--- config.mk ---
export PLATFORM = sky130hd
export DESIGN_NAME = hlt_timer
export DESIGN_NICKNAME = d
export VERILOG_FILES = /design/src/rtl/hlt_timer.v
export VERILOG_INCLUDE_DIRS = /design/src /design/src/rtl
export SDC_FILE = /design/constraint.sdc
export NUM_CORES = 1
export LEC_CHECK = 0
export BUFFER_PORTS_ARGS = -buffer_cell sky130_fd_sc_hd__buf_4
export CORE_MARGIN = 2
export CORE_UTILIZATION = 45
export CTS_CLUSTER_DIAMETER = 40
export DETAILED_ROUTE_END_ITERATION = 7
export GPL_TIMING_DRIVEN = 0
export PLACE_DENSITY = 0.8
export SYNTH_ARGS = -nofsm -noshare
export SYNTH_HDL_FRONTEND = slang
export SYNTH_SLANG_ARGS = --single-unit
--- constraint.sdc ---
create_clock -name clk_sys -period 6.8 [get_ports clk_sys]
set_clock_uncertainty 0.2 [all_clocks]
set_input_delay 1.02 -clock clk_sys [delete_from_list [all_inputs] [get_ports clk_sys]]
set_output_delay 1.02 -clock clk_sys [all_outputs]
set_load 0.1 [all_outputs]
--- src/rtl/hlt_map.vh ---
/*
  Constants for the hardware-limit one-shot timer: register offsets, field
  positions, reset values and mode codes.
  Assumes inclusion by the timer design file only.
*/
`ifndef HLT_MAP_VH
`define HLT_MAP_VH

// ==========================================================================
// Register offsets (byte addresses, one aligned word each).
`define OFS_CTRL      8'h00
`define OFS_PERIOD    8'h04
`define OFS_PWIDTH    8'h08
`define OFS_COUNT     8'h0c
`define OFS_STATUS    8'h10

// ==========================================================================
// Field positions.
`define CTRL_ON_BIT   0
`define CTRL_MODE_LSB 8
`define CTRL_MODE_MSB 12
`define ST_RUN_BIT    0
`define ST_DRV_BIT    1

// ==========================================================================
// Reset values.
`define RST_PERIOD    8'hff
`define RST_PWIDTH    8'h00
`define RST_MODE      5'h00

// ==========================================================================
// Mode codes.
`define MODE_EDGE_RISE  5'h0c
`define MODE_EDGE_FALL  5'h0d
`define MODE_LVL_LOW    5'h0e
`define MODE_LVL_HIGH   5'h0f
`define MODE_MONO_RISE  5'h11
`define MODE_MONO_FALL  5'h12
`define MODE_MONO_BOTH  5'h13
`define MODE_HL_LOW     5'h16
`define MODE_HL_HIGH    5'h17

// ==========================================================================
// Timing: restart delay after a later reset edge, in timer clocks.
`define RESTART_CLKS  2'd2

`endif

--- src/rtl/hlt_timer.v ---
/*
  Hardware-limit one-shot and monostable 8-bit timer with an AHB-Lite
  register slave and a PWM drive output.
  Assumes a single clock, AHB-Lite master with single word transfers, and an
  external reset signal that may be asynchronous to the clock.
*/
`timescale 1ns/1ps
`include "hlt_map.vh"

// What this block does
// - Decode two edge one-shot mode codes
// - First edge starts, later edges reset
// - Resume counting two clocks after reset
// - Period match resets count, clears enable
// - Edges ignored while enable is clear
// - Drive active on start and reset edges
// - Drive off at pulse-width match
// - Level reset holds count, edge starts
// - Fresh edge needed after re-enable
// - No drive at period-match clear
// - Monostable starts on edge, stops at period
// - Monostable ignores later edges for drive
// - HL mode counts when enabled and inactive
// - Stay reset until enabled and inactive
// - Drive active on whichever event starts
module hlt_timer (
  // Clock and reset
  input  wire        clk_sys,
  input  wire        rst_n,
  // AHB-Lite slave
  input  wire        hsel,
  input  wire [31:0] haddr,
  input  wire [1:0]  htrans,
  input  wire        hwrite,
  input  wire [2:0]  hsize,
  input  wire        hready,
  input  wire [31:0] hwdata,
  output reg  [31:0] hrdata,
  output wire        hreadyout,
  output wire        hresp,
  // External reset signal and PWM drive
  input  wire        ext_rst,
  output reg         pwm_drive
);

  // ==========================================================================
  // State codes.
  localparam [1:0] ST_IDLE = 2'd0;
  localparam [1:0] ST_RUN  = 2'd1;
  localparam [1:0] ST_WAIT = 2'd2;
  localparam [1:0] ST_HOLD = 2'd3;

  reg        on_q;
  reg  [4:0] mode_q;
  reg  [7:0] period_q;
  reg  [7:0] pwidth_q;
  reg  [7:0] count_q;
  reg  [7:0] count_d;
  reg  [1:0] state_q;
  reg  [1:0] state_d;
  reg  [1:0] wait_q;
  reg  [1:0] wait_d;
  reg        on_d;
  reg        drive_d;
  reg        sync1_q;
  reg        sync2_q;
  reg        prev_q;
  reg        wr_q;
  reg  [7:0] addr_q;

  // ==========================================================================
  // External signal synchroniser and edge detection.
  always @(posedge clk_sys or negedge rst_n) begin
    if (!rst_n) begin
      sync1_q <= 1'b0;
      sync2_q <= 1'b0;
      prev_q  <= 1'b0;
    end else begin
      sync1_q <= ext_rst;
      sync2_q <= sync1_q;
      prev_q  <= sync2_q;
    end
  end

  wire rise = sync2_q & ~prev_q;
  wire fall = ~sync2_q & prev_q;

  // ==========================================================================
  // Mode decode: family flags, reset level and the qualifying trigger.
  reg m_edge;
  reg m_lvl;
  reg m_mono;
  reg m_hl;
  reg rst_lvl_high;
  reg trig;

  always @* begin
    m_edge       = 1'b0;
    m_lvl        = 1'b0;
    m_mono       = 1'b0;
    m_hl         = 1'b0;
    rst_lvl_high = 1'b0;
    trig         = 1'b0;
    case (mode_q)
      `MODE_EDGE_RISE: begin
        m_edge = 1'b1;
        trig   = rise;
      end
      `MODE_EDGE_FALL: begin
        m_edge = 1'b1;
        trig   = fall;
      end
      `MODE_LVL_LOW: begin
        m_lvl = 1'b1;
        trig  = rise;
      end
      `MODE_LVL_HIGH: begin
        m_lvl        = 1'b1;
        rst_lvl_high = 1'b1;
        trig         = fall;
      end
      `MODE_MONO_RISE: begin
        m_mono = 1'b1;
        trig   = rise;
      end
      `MODE_MONO_FALL: begin
        m_mono = 1'b1;
        trig   = fall;
      end
      `MODE_MONO_BOTH: begin
        m_mono = 1'b1;
        trig   = rise | fall;
      end
      `MODE_HL_LOW: begin
        m_hl = 1'b1;
      end
      `MODE_HL_HIGH: begin
        m_hl         = 1'b1;
        rst_lvl_high = 1'b1;
      end
      default: begin
        trig = 1'b0;
      end
    endcase
  end

  // Reset level as seen after the synchroniser.
  wire at_rst_lvl = rst_lvl_high ? sync2_q : ~sync2_q;

  // ==========================================================================
  // Bus write and read request detection.
  wire        wr_data = wr_q;
  wire        wr_ctrl = wr_data && (addr_q == `OFS_CTRL);
  wire        wr_per  = wr_data && (addr_q == `OFS_PERIOD);
  wire        wr_pw   = wr_data && (addr_q == `OFS_PWIDTH);
  wire        rd_req  = hready && hsel && htrans[1] && !hwrite;

  // ==========================================================================
  // Timer control.
  always @* begin
    state_d = state_q;
    count_d = count_q;
    wait_d  = wait_q;
    on_d    = on_q;
    drive_d = pwm_drive;
    case (state_q)
      ST_IDLE: begin
        count_d = 8'h00;
        if (on_q && (m_edge || m_mono) && trig) begin
          state_d = ST_RUN;
          drive_d = 1'b1;
        end else if (on_q && m_lvl && trig && !at_rst_lvl) begin
          state_d = ST_RUN;
          drive_d = 1'b1;
        end else if (on_q && m_hl && !at_rst_lvl) begin
          state_d = ST_RUN;
          drive_d = 1'b1;
        end
      end
      ST_RUN, ST_WAIT: begin
        if (state_q == ST_WAIT) begin
          if (wait_q == `RESTART_CLKS - 2'd1) begin
            state_d = ST_RUN;
          end
          wait_d = wait_q + 2'd1;
        end else begin
          count_d = count_q + 8'h01;
        end
        if (state_q == ST_RUN && count_q == pwidth_q) begin
          drive_d = 1'b0;
        end
        if (state_q == ST_RUN && count_q == period_q) begin
          count_d = m_mono ? count_q : 8'h00;
          state_d = m_mono ? ST_HOLD : ST_IDLE;
          if (!m_mono) begin
            on_d = 1'b0;
          end
        end
        if (m_edge && trig && on_q) begin
          count_d = 8'h00;
          wait_d  = 2'd0;
          state_d = ST_WAIT;
          drive_d = 1'b1;
        end
        if ((m_lvl || m_hl) && at_rst_lvl) begin
          count_d = 8'h00;
          state_d = ST_IDLE;
        end
        if (!on_q) begin
          count_d = 8'h00;
          state_d = ST_IDLE;
        end
      end
      ST_HOLD: begin
        if (!on_q) begin
          state_d = ST_IDLE;
          count_d = 8'h00;
        end
      end
      default: state_d = ST_IDLE;
    endcase
    if (wr_ctrl) begin
      on_d = hwdata[`CTRL_ON_BIT];
    end
  end

  always @(posedge clk_sys or negedge rst_n) begin
    if (!rst_n) begin
      state_q   <= ST_IDLE;
      count_q   <= 8'h00;
      wait_q    <= 2'd0;
      on_q      <= 1'b0;
      pwm_drive <= 1'b0;
    end else begin
      state_q   <= state_d;
      count_q   <= count_d;
      wait_q    <= wait_d;
      on_q      <= on_d;
      pwm_drive <= drive_d;
    end
  end

  // ==========================================================================
  // AHB-Lite slave: zero wait states, always OKAY.
  assign hreadyout = 1'b1;
  assign hresp     = 1'b0;

  // Address phase capture for the following data phase.
  always @(posedge clk_sys or negedge rst_n) begin
    if (!rst_n) begin
      wr_q   <= 1'b0;
      addr_q <= 8'h00;
    end else if (hready) begin
      wr_q   <= hsel && htrans[1] && hwrite;
      addr_q <= haddr[7:0];
    end
  end

  // ==========================================================================
  // Configuration registers, written at the end of the data phase.
  always @(posedge clk_sys or negedge rst_n) begin
    if (!rst_n) begin
      mode_q   <= `RST_MODE;
      period_q <= `RST_PERIOD;
      pwidth_q <= `RST_PWIDTH;
    end else begin
      if (wr_ctrl) begin
        mode_q <= hwdata[`CTRL_MODE_MSB:`CTRL_MODE_LSB];
      end
      if (wr_per) begin
        period_q <= hwdata[7:0];
      end
      if (wr_pw) begin
        pwidth_q <= hwdata[7:0];
      end
    end
  end

  // ==========================================================================
  // Read data selection and its register.
  reg [31:0] rdata_d;

  always @* begin
    rdata_d = 32'h00000000;
    case (haddr[7:0])
      `OFS_CTRL:   rdata_d = {19'h00000, mode_q, 7'h00, on_d};
      `OFS_PERIOD: rdata_d = {24'h000000, period_q};
      `OFS_PWIDTH: rdata_d = {24'h000000, pwidth_q};
      `OFS_COUNT:  rdata_d = {24'h000000, count_d};
      `OFS_STATUS: rdata_d = {30'h00000000, drive_d, (state_d != ST_IDLE)};
      default:     rdata_d = 32'h00000000;
    endcase
  end

  always @(posedge clk_sys or negedge rst_n) begin
    if (!rst_n) begin
      hrdata <= 32'h00000000;
    end else if (rd_req) begin
      hrdata <= rdata_d;
    end
  end

endmodule

# Yosys cells after proc, flatten, opt, wreduce, memory -nomap -nowiden
# Index checks and enable logic that the tools add are counted.
[word_totals] wordCells=120 input_bits=75 ff_bits=79 out_inout_bits=35
[op_classes] reduce_logical=38 bitwise=5 addsub=2 n_eq_ne=21 muxes=40
[ops] operator="$pmux 13 s5" count=1
[ops] operator="$mux 8" count=7
[ops] operator="$mux 2" count=13
[ops] operator="$eq 5x5->1 const B" count=5
[ops] operator="$eq 8x4->1 const B" count=3
[ops] operator="$pmux 8 s3" count=1
[ops] operator="$eq 5x4->1 const B" count=4
[ops] operator="$logic_and 1x1->1" count=20
[ops] operator="$eq 8x3->1 const B" count=2
[ops] operator="$eq 8x8->1" count=2
[ops] operator="$logic_not 8->1" count=2
[ops] operator="$mux 1" count=15
[ops] operator="$reduce_or 2->1" count=5
[ops] operator="$reduce_or 3->1" count=3
[ops] operator="$add 8x1->8 const B" count=1
[ops] operator="$eq 8x5->1 const B" count=1
[ops] operator="$pmux 2 s3" count=1
[ops] operator="$eq 2x1->1 const B" count=2
[ops] operator="$eq 2x2->1 const B" count=2
[ops] operator="$reduce_bool 2->1" count=2
[ops] operator="$pmux 1 s3" count=1
[ops] operator="$add 2x1->2 const B" count=1
[ops] operator="$and 1x1->1" count=2
[ops] operator="$logic_not 1->1" count=2
[ops] operator="other kinds (6)" count=8

# Depth between registers and ports, before layout
[depth] word_depth=12 ltp_mapped=10 depth_no_buf=9

# Worst setup path before layout
# OpenSTA, ideal clock, no wires.
[synth_path] path_kind="in2reg" startpoint="input port haddr[6]" endpoint="register hrdata[4]" required_ps=6514 cell_stages=6 arrival_time_ps=2522 slack_ps=3993 cell_sequence="nor4_1 > or3b_1 > clkbuf_1 > nor2_1 > nand4_1 > o21ai_0"
[synth_between] elab_chain_cells=2 elab_cells_between_ends=6 classes_between="4 x eq/ne; 1 x mux; 1 x reduce/logical"
[synth_rtl] element="start: declaration" line_no="hlt_timer.v:32" rtl="input wire [31:0] haddr,"
[synth_rtl] element="$eq 8x5->1 (tied with other cells)" line_no="hlt_timer.v:285" rtl="case (haddr[7:0])"
[synth_rtl] element="$pmux 13 s5 (*)" line_no="hlt_timer.v:285"
[synth_rtl] element="end signal: assignment" line_no="hlt_timer.v:299" rtl="hrdata <= rdata_d;"
[synth_rtl] element="end: declaration" line_no="hlt_timer.v:38" rtl="output reg [31:0] hrdata,"
# Every way passes the cells marked *; elsewhere a longest branch is shown, timed or not.
# A chain may end at the register's enable or synchronous reset.

# Final worst setup path
# Ends and elaborated chain as after synthesis.

==> impl_metrics.ini <==
[power]
combPwrFrac_pct = 23.9
seq_power_share_pct = 41.6
p_sw_mw = 0.317
peakVddDrop_mv = 0.124
sw_frac_of_total_pct = 33.1
p_per_area_mw_per_mm2 = 231
p_total_mw = 0.958
p_clk_share_pct = 34.5
p_leak_nw = 1.93
p_int_mw = 0.641

[synth]
ys.flop_type = dfrtp_1
syn_avg_cell_area_um2 = 10.2
synth-seq-cells = 60
synthCells = 338
syn_area_mm2 = 0.00345
synth.distinct_cells = 60
synth_edf_count = 0
async_flop_share_pct = 100
yosysWarnings = 0
seq_area_frac_synth_pct = 43.8

[clock_network]
clk_path_buf_depth = 2
cts_sinks = 60
clk_pin_slew_ns = 0.07
post_cts_buffers = 0
cts-buffers-inserted = 9
clk_latency_ns = 0.35
htreeDepth = 3
ctsHoldBuffers = 0
cts_tree = done
cts_resized = 0
cts-root-buf = clkbuf_8

[floorplan]
row_count = 31
core_mm2 = 0.00733
die-height_um = 91.6
die_area_mm2 = 0.00839
initial_utilization_pct = 47.1
pin_count = 110
die_w_um = 91.6

[hold_path]
whs_endpoint = sync2_q$_DFF_PN0_
hp-start = sync1_q$_DFF_PN0_
hold_path_depth = 0
hp-class = flip-flop to flip-flop

[sta]
fin_crit_sh_pct = 46.4
hold_viol = 0
slew_violations = 0
slew_headroom_pct = 43.2
worstMarginPinSlew_ns = 0.844
fin_crit_ns = 3.15
setup_viol = 0
tns_ns = 0
timing.fmax_mhz = 317
rsz0062_at_grt = false

[final_layout]
antenna_cells = 0
utilization_pct = 56.6
finalNetCount = 491
synthToLayoutAreaGrowth_pct = 20.2
fillers = 637
layout-drive-gt1-share_pct = 29.8

[worst_setup_path]
cp.required_ns = 6.86
crit_slowest_cell = nor2_1
path_cells = buf_4 > nor4_1 > or3b_1 > clkbuf_1 > nor2_1 > nand4_1 > o21ai_0
critPathKind = primary input to flip-flop
reg2reg_from = sync2_q$_DFF_PN0_
cpPeakStageDelay_ns = 0.43
cp.arrival_ns = 3.22
reg2reg_depth = 9
reg2reg_slack_ns = 4.10
start_kind = primary input
path_max_fanout = 7
critPathLaunch = haddr[6]
crit_buf_inv = 2
cp-end-kind = flip-flop
r2r_end = hrdata[6]$_DFFE_PN0P_
cp_top_family = simple AND/OR/NAND/NOR gates

[detailed_routing]
post_drt_wl_per_cell_um = 15.6
wirelength_mm = 7.97
vias_per_cell = 5.48
final_antenna_net_count = 0
drt_pass1_iterations = 5
drc = 0
vias = 2805
drt_iter0_drc = 180

[grt]
grt_max_degree = 61
grt_pass1_vias = 2838
overflow = 0
track_usage_pct = 20.5
antenna_found_initial = 0
grt_pass1_wl_mm = 13.7

[placed_design]
gp_congestion = 0.886
post-dp-hpwl_mm = 5.97
port_buffers = 40

[flow_run]
drv_cap = 0

[status]
status = completed
-- metal layers --
| layer | up-vias | GRT usage, % | share of wire, % |
|---|---|---|---|
| met5 | - | 0 | 0 |
| met4 | 0 | 9.60 | 2.9 |
| met3 | 22 | 3.40 | 4.2 |
| met2 | 95 | 33.6 | 49 |
| met1 | 1351 | 26.4 | 44 |
| li1 | 1337 | - | - |
-- area by class of cell --
cell class                      instances  area [um2]  area share (%)
Buffer                                 34         211            5.09
Clock buffer                           12         155            3.74
Clock inverter                          4        47.5            1.15
Inverter                               12        45.0            1.08
Multi-Input combinational cell        251        1760            42.3
Sequential cell                        60        1510            36.4
Tap cell                               99         124            2.98
Timing Repair Buffer                   40         300            7.23
-- cells in the mapped netlist, drive strengths merged (6+ instances only) --
library cell / instances / area, um2
a21oi: 10 / 50.1
a22o: 11 / 96.3
a22oi: 8 / 60.1
buf: 25 / 178
clkbuf: 9 / 33.8
dfrtp: 52 / 1300
dfstp: 8 / 210
ha: 8 / 100
inv: 12 / 45.0
mux2: 28 / 315
nand2: 19 / 71.3
nand4: 6 / 37.5
nor2: 23 / 86.3
nor2b: 6 / 37.5
nor3: 10 / 60.1
o21ai: 18 / 93.8
xor2: 13 / 114
-- per-stage QoR --
| stage | cell area [um2] | setup WS (ns) | hold slack (ns) | std cells |
|---|---|---|---|---|
| 2_1_floorplan | 3520 | 3.99 | 0.131 | 357 |
| 3_5_place_dp | 3950 | 3.39 | 0.147 | 496 |
| 3_3_place_gp | 3950 | 3.45 | 0.142 | 496 |
| 4_1_cts | 4150 | 3.68 | 0.162 | 512 |
| 6_report | 4150 | 3.65 | 0.165 | 512 |
| 5_1_grt | 4150 | 3.49 | 0.181 | 512 |
-- worst max-delay path by stage --
stage / endpoint / cells past startpoint
after global placement: hrdata[7]$_DFFE_PN0P_ / 7
after detailed placement: hrdata[6]$_DFFE_PN0P_ / 7
after floorplan: hrdata[4]$_DFFE_PN0P_ / 6
after CTS: hrdata[6]$_DFFE_PN0P_ / 7
after global routing: hrdata[6]$_DFFE_PN0P_ / 7
final: hrdata[4]$_DFFE_PN0P_ / 7
-- flip-flops by register name, indices dropped and copies added, names as in the netlist, 2 cells and up --
register,cells
wait_q,2
period_q,8
hrdata,13
mode_q,5
state_q,2
pwidth_q,8
addr_q,8
count_q,8
-- power by group through the flow --
stage	Clock (mW)	Sequential, mW	Combinational (mW)
2_1_floorplan	0	0.400	0.172
3_3_place_gp	0	0.403	0.223
3_5_place_dp	0	0.405	0.227
4_1_cts	0.333	0.398	0.228
5_1_grt	0.349	0.401	0.248
6_report	0.331	0.398	0.229
-- logic make-up (layout without fill, tap and decap cells) --
logic type | after synthesis | after routing | synth area share [%]
fa+ha+maj | 8 | 8 | 2.90
simple gates | 98 | 98 | 15.8
mux | 29 | 29 | 9.42
flops | 60 | 60 | 43.8
other cells | 2 | 21 | 0.217
buf+inv | 46 | 102 | 7.43
xor+xnor | 18 | 18 | 4.57
compound gates | 77 | 77 | 15.9
-- layout by cell type (no fill, tap or decap), types with 4 or more instances in the layout --
cell type / count
a21oi_1: 10
a22o_1: 11
a22oi_1: 8
and4_1: 4
buf_2: 4
buf_4: 61
clkbuf_1: 10
clkbuf_8: 11
conb_1: 21
dfrtp_1: 52
dfstp_2: 8
ha_1: 8
inv_1: 12
mux2_2: 28
nand2_1: 19
nand3_1: 5
nand4_1: 6
nor2_1: 23
nor2b_1: 6
nor3_1: 8
o21ai_0: 13
o21ai_1: 4
o31ai_1: 4
xnor2_1: 5
xor2_1: 13
Note: power is estimated with default switching activity, not from simulation.
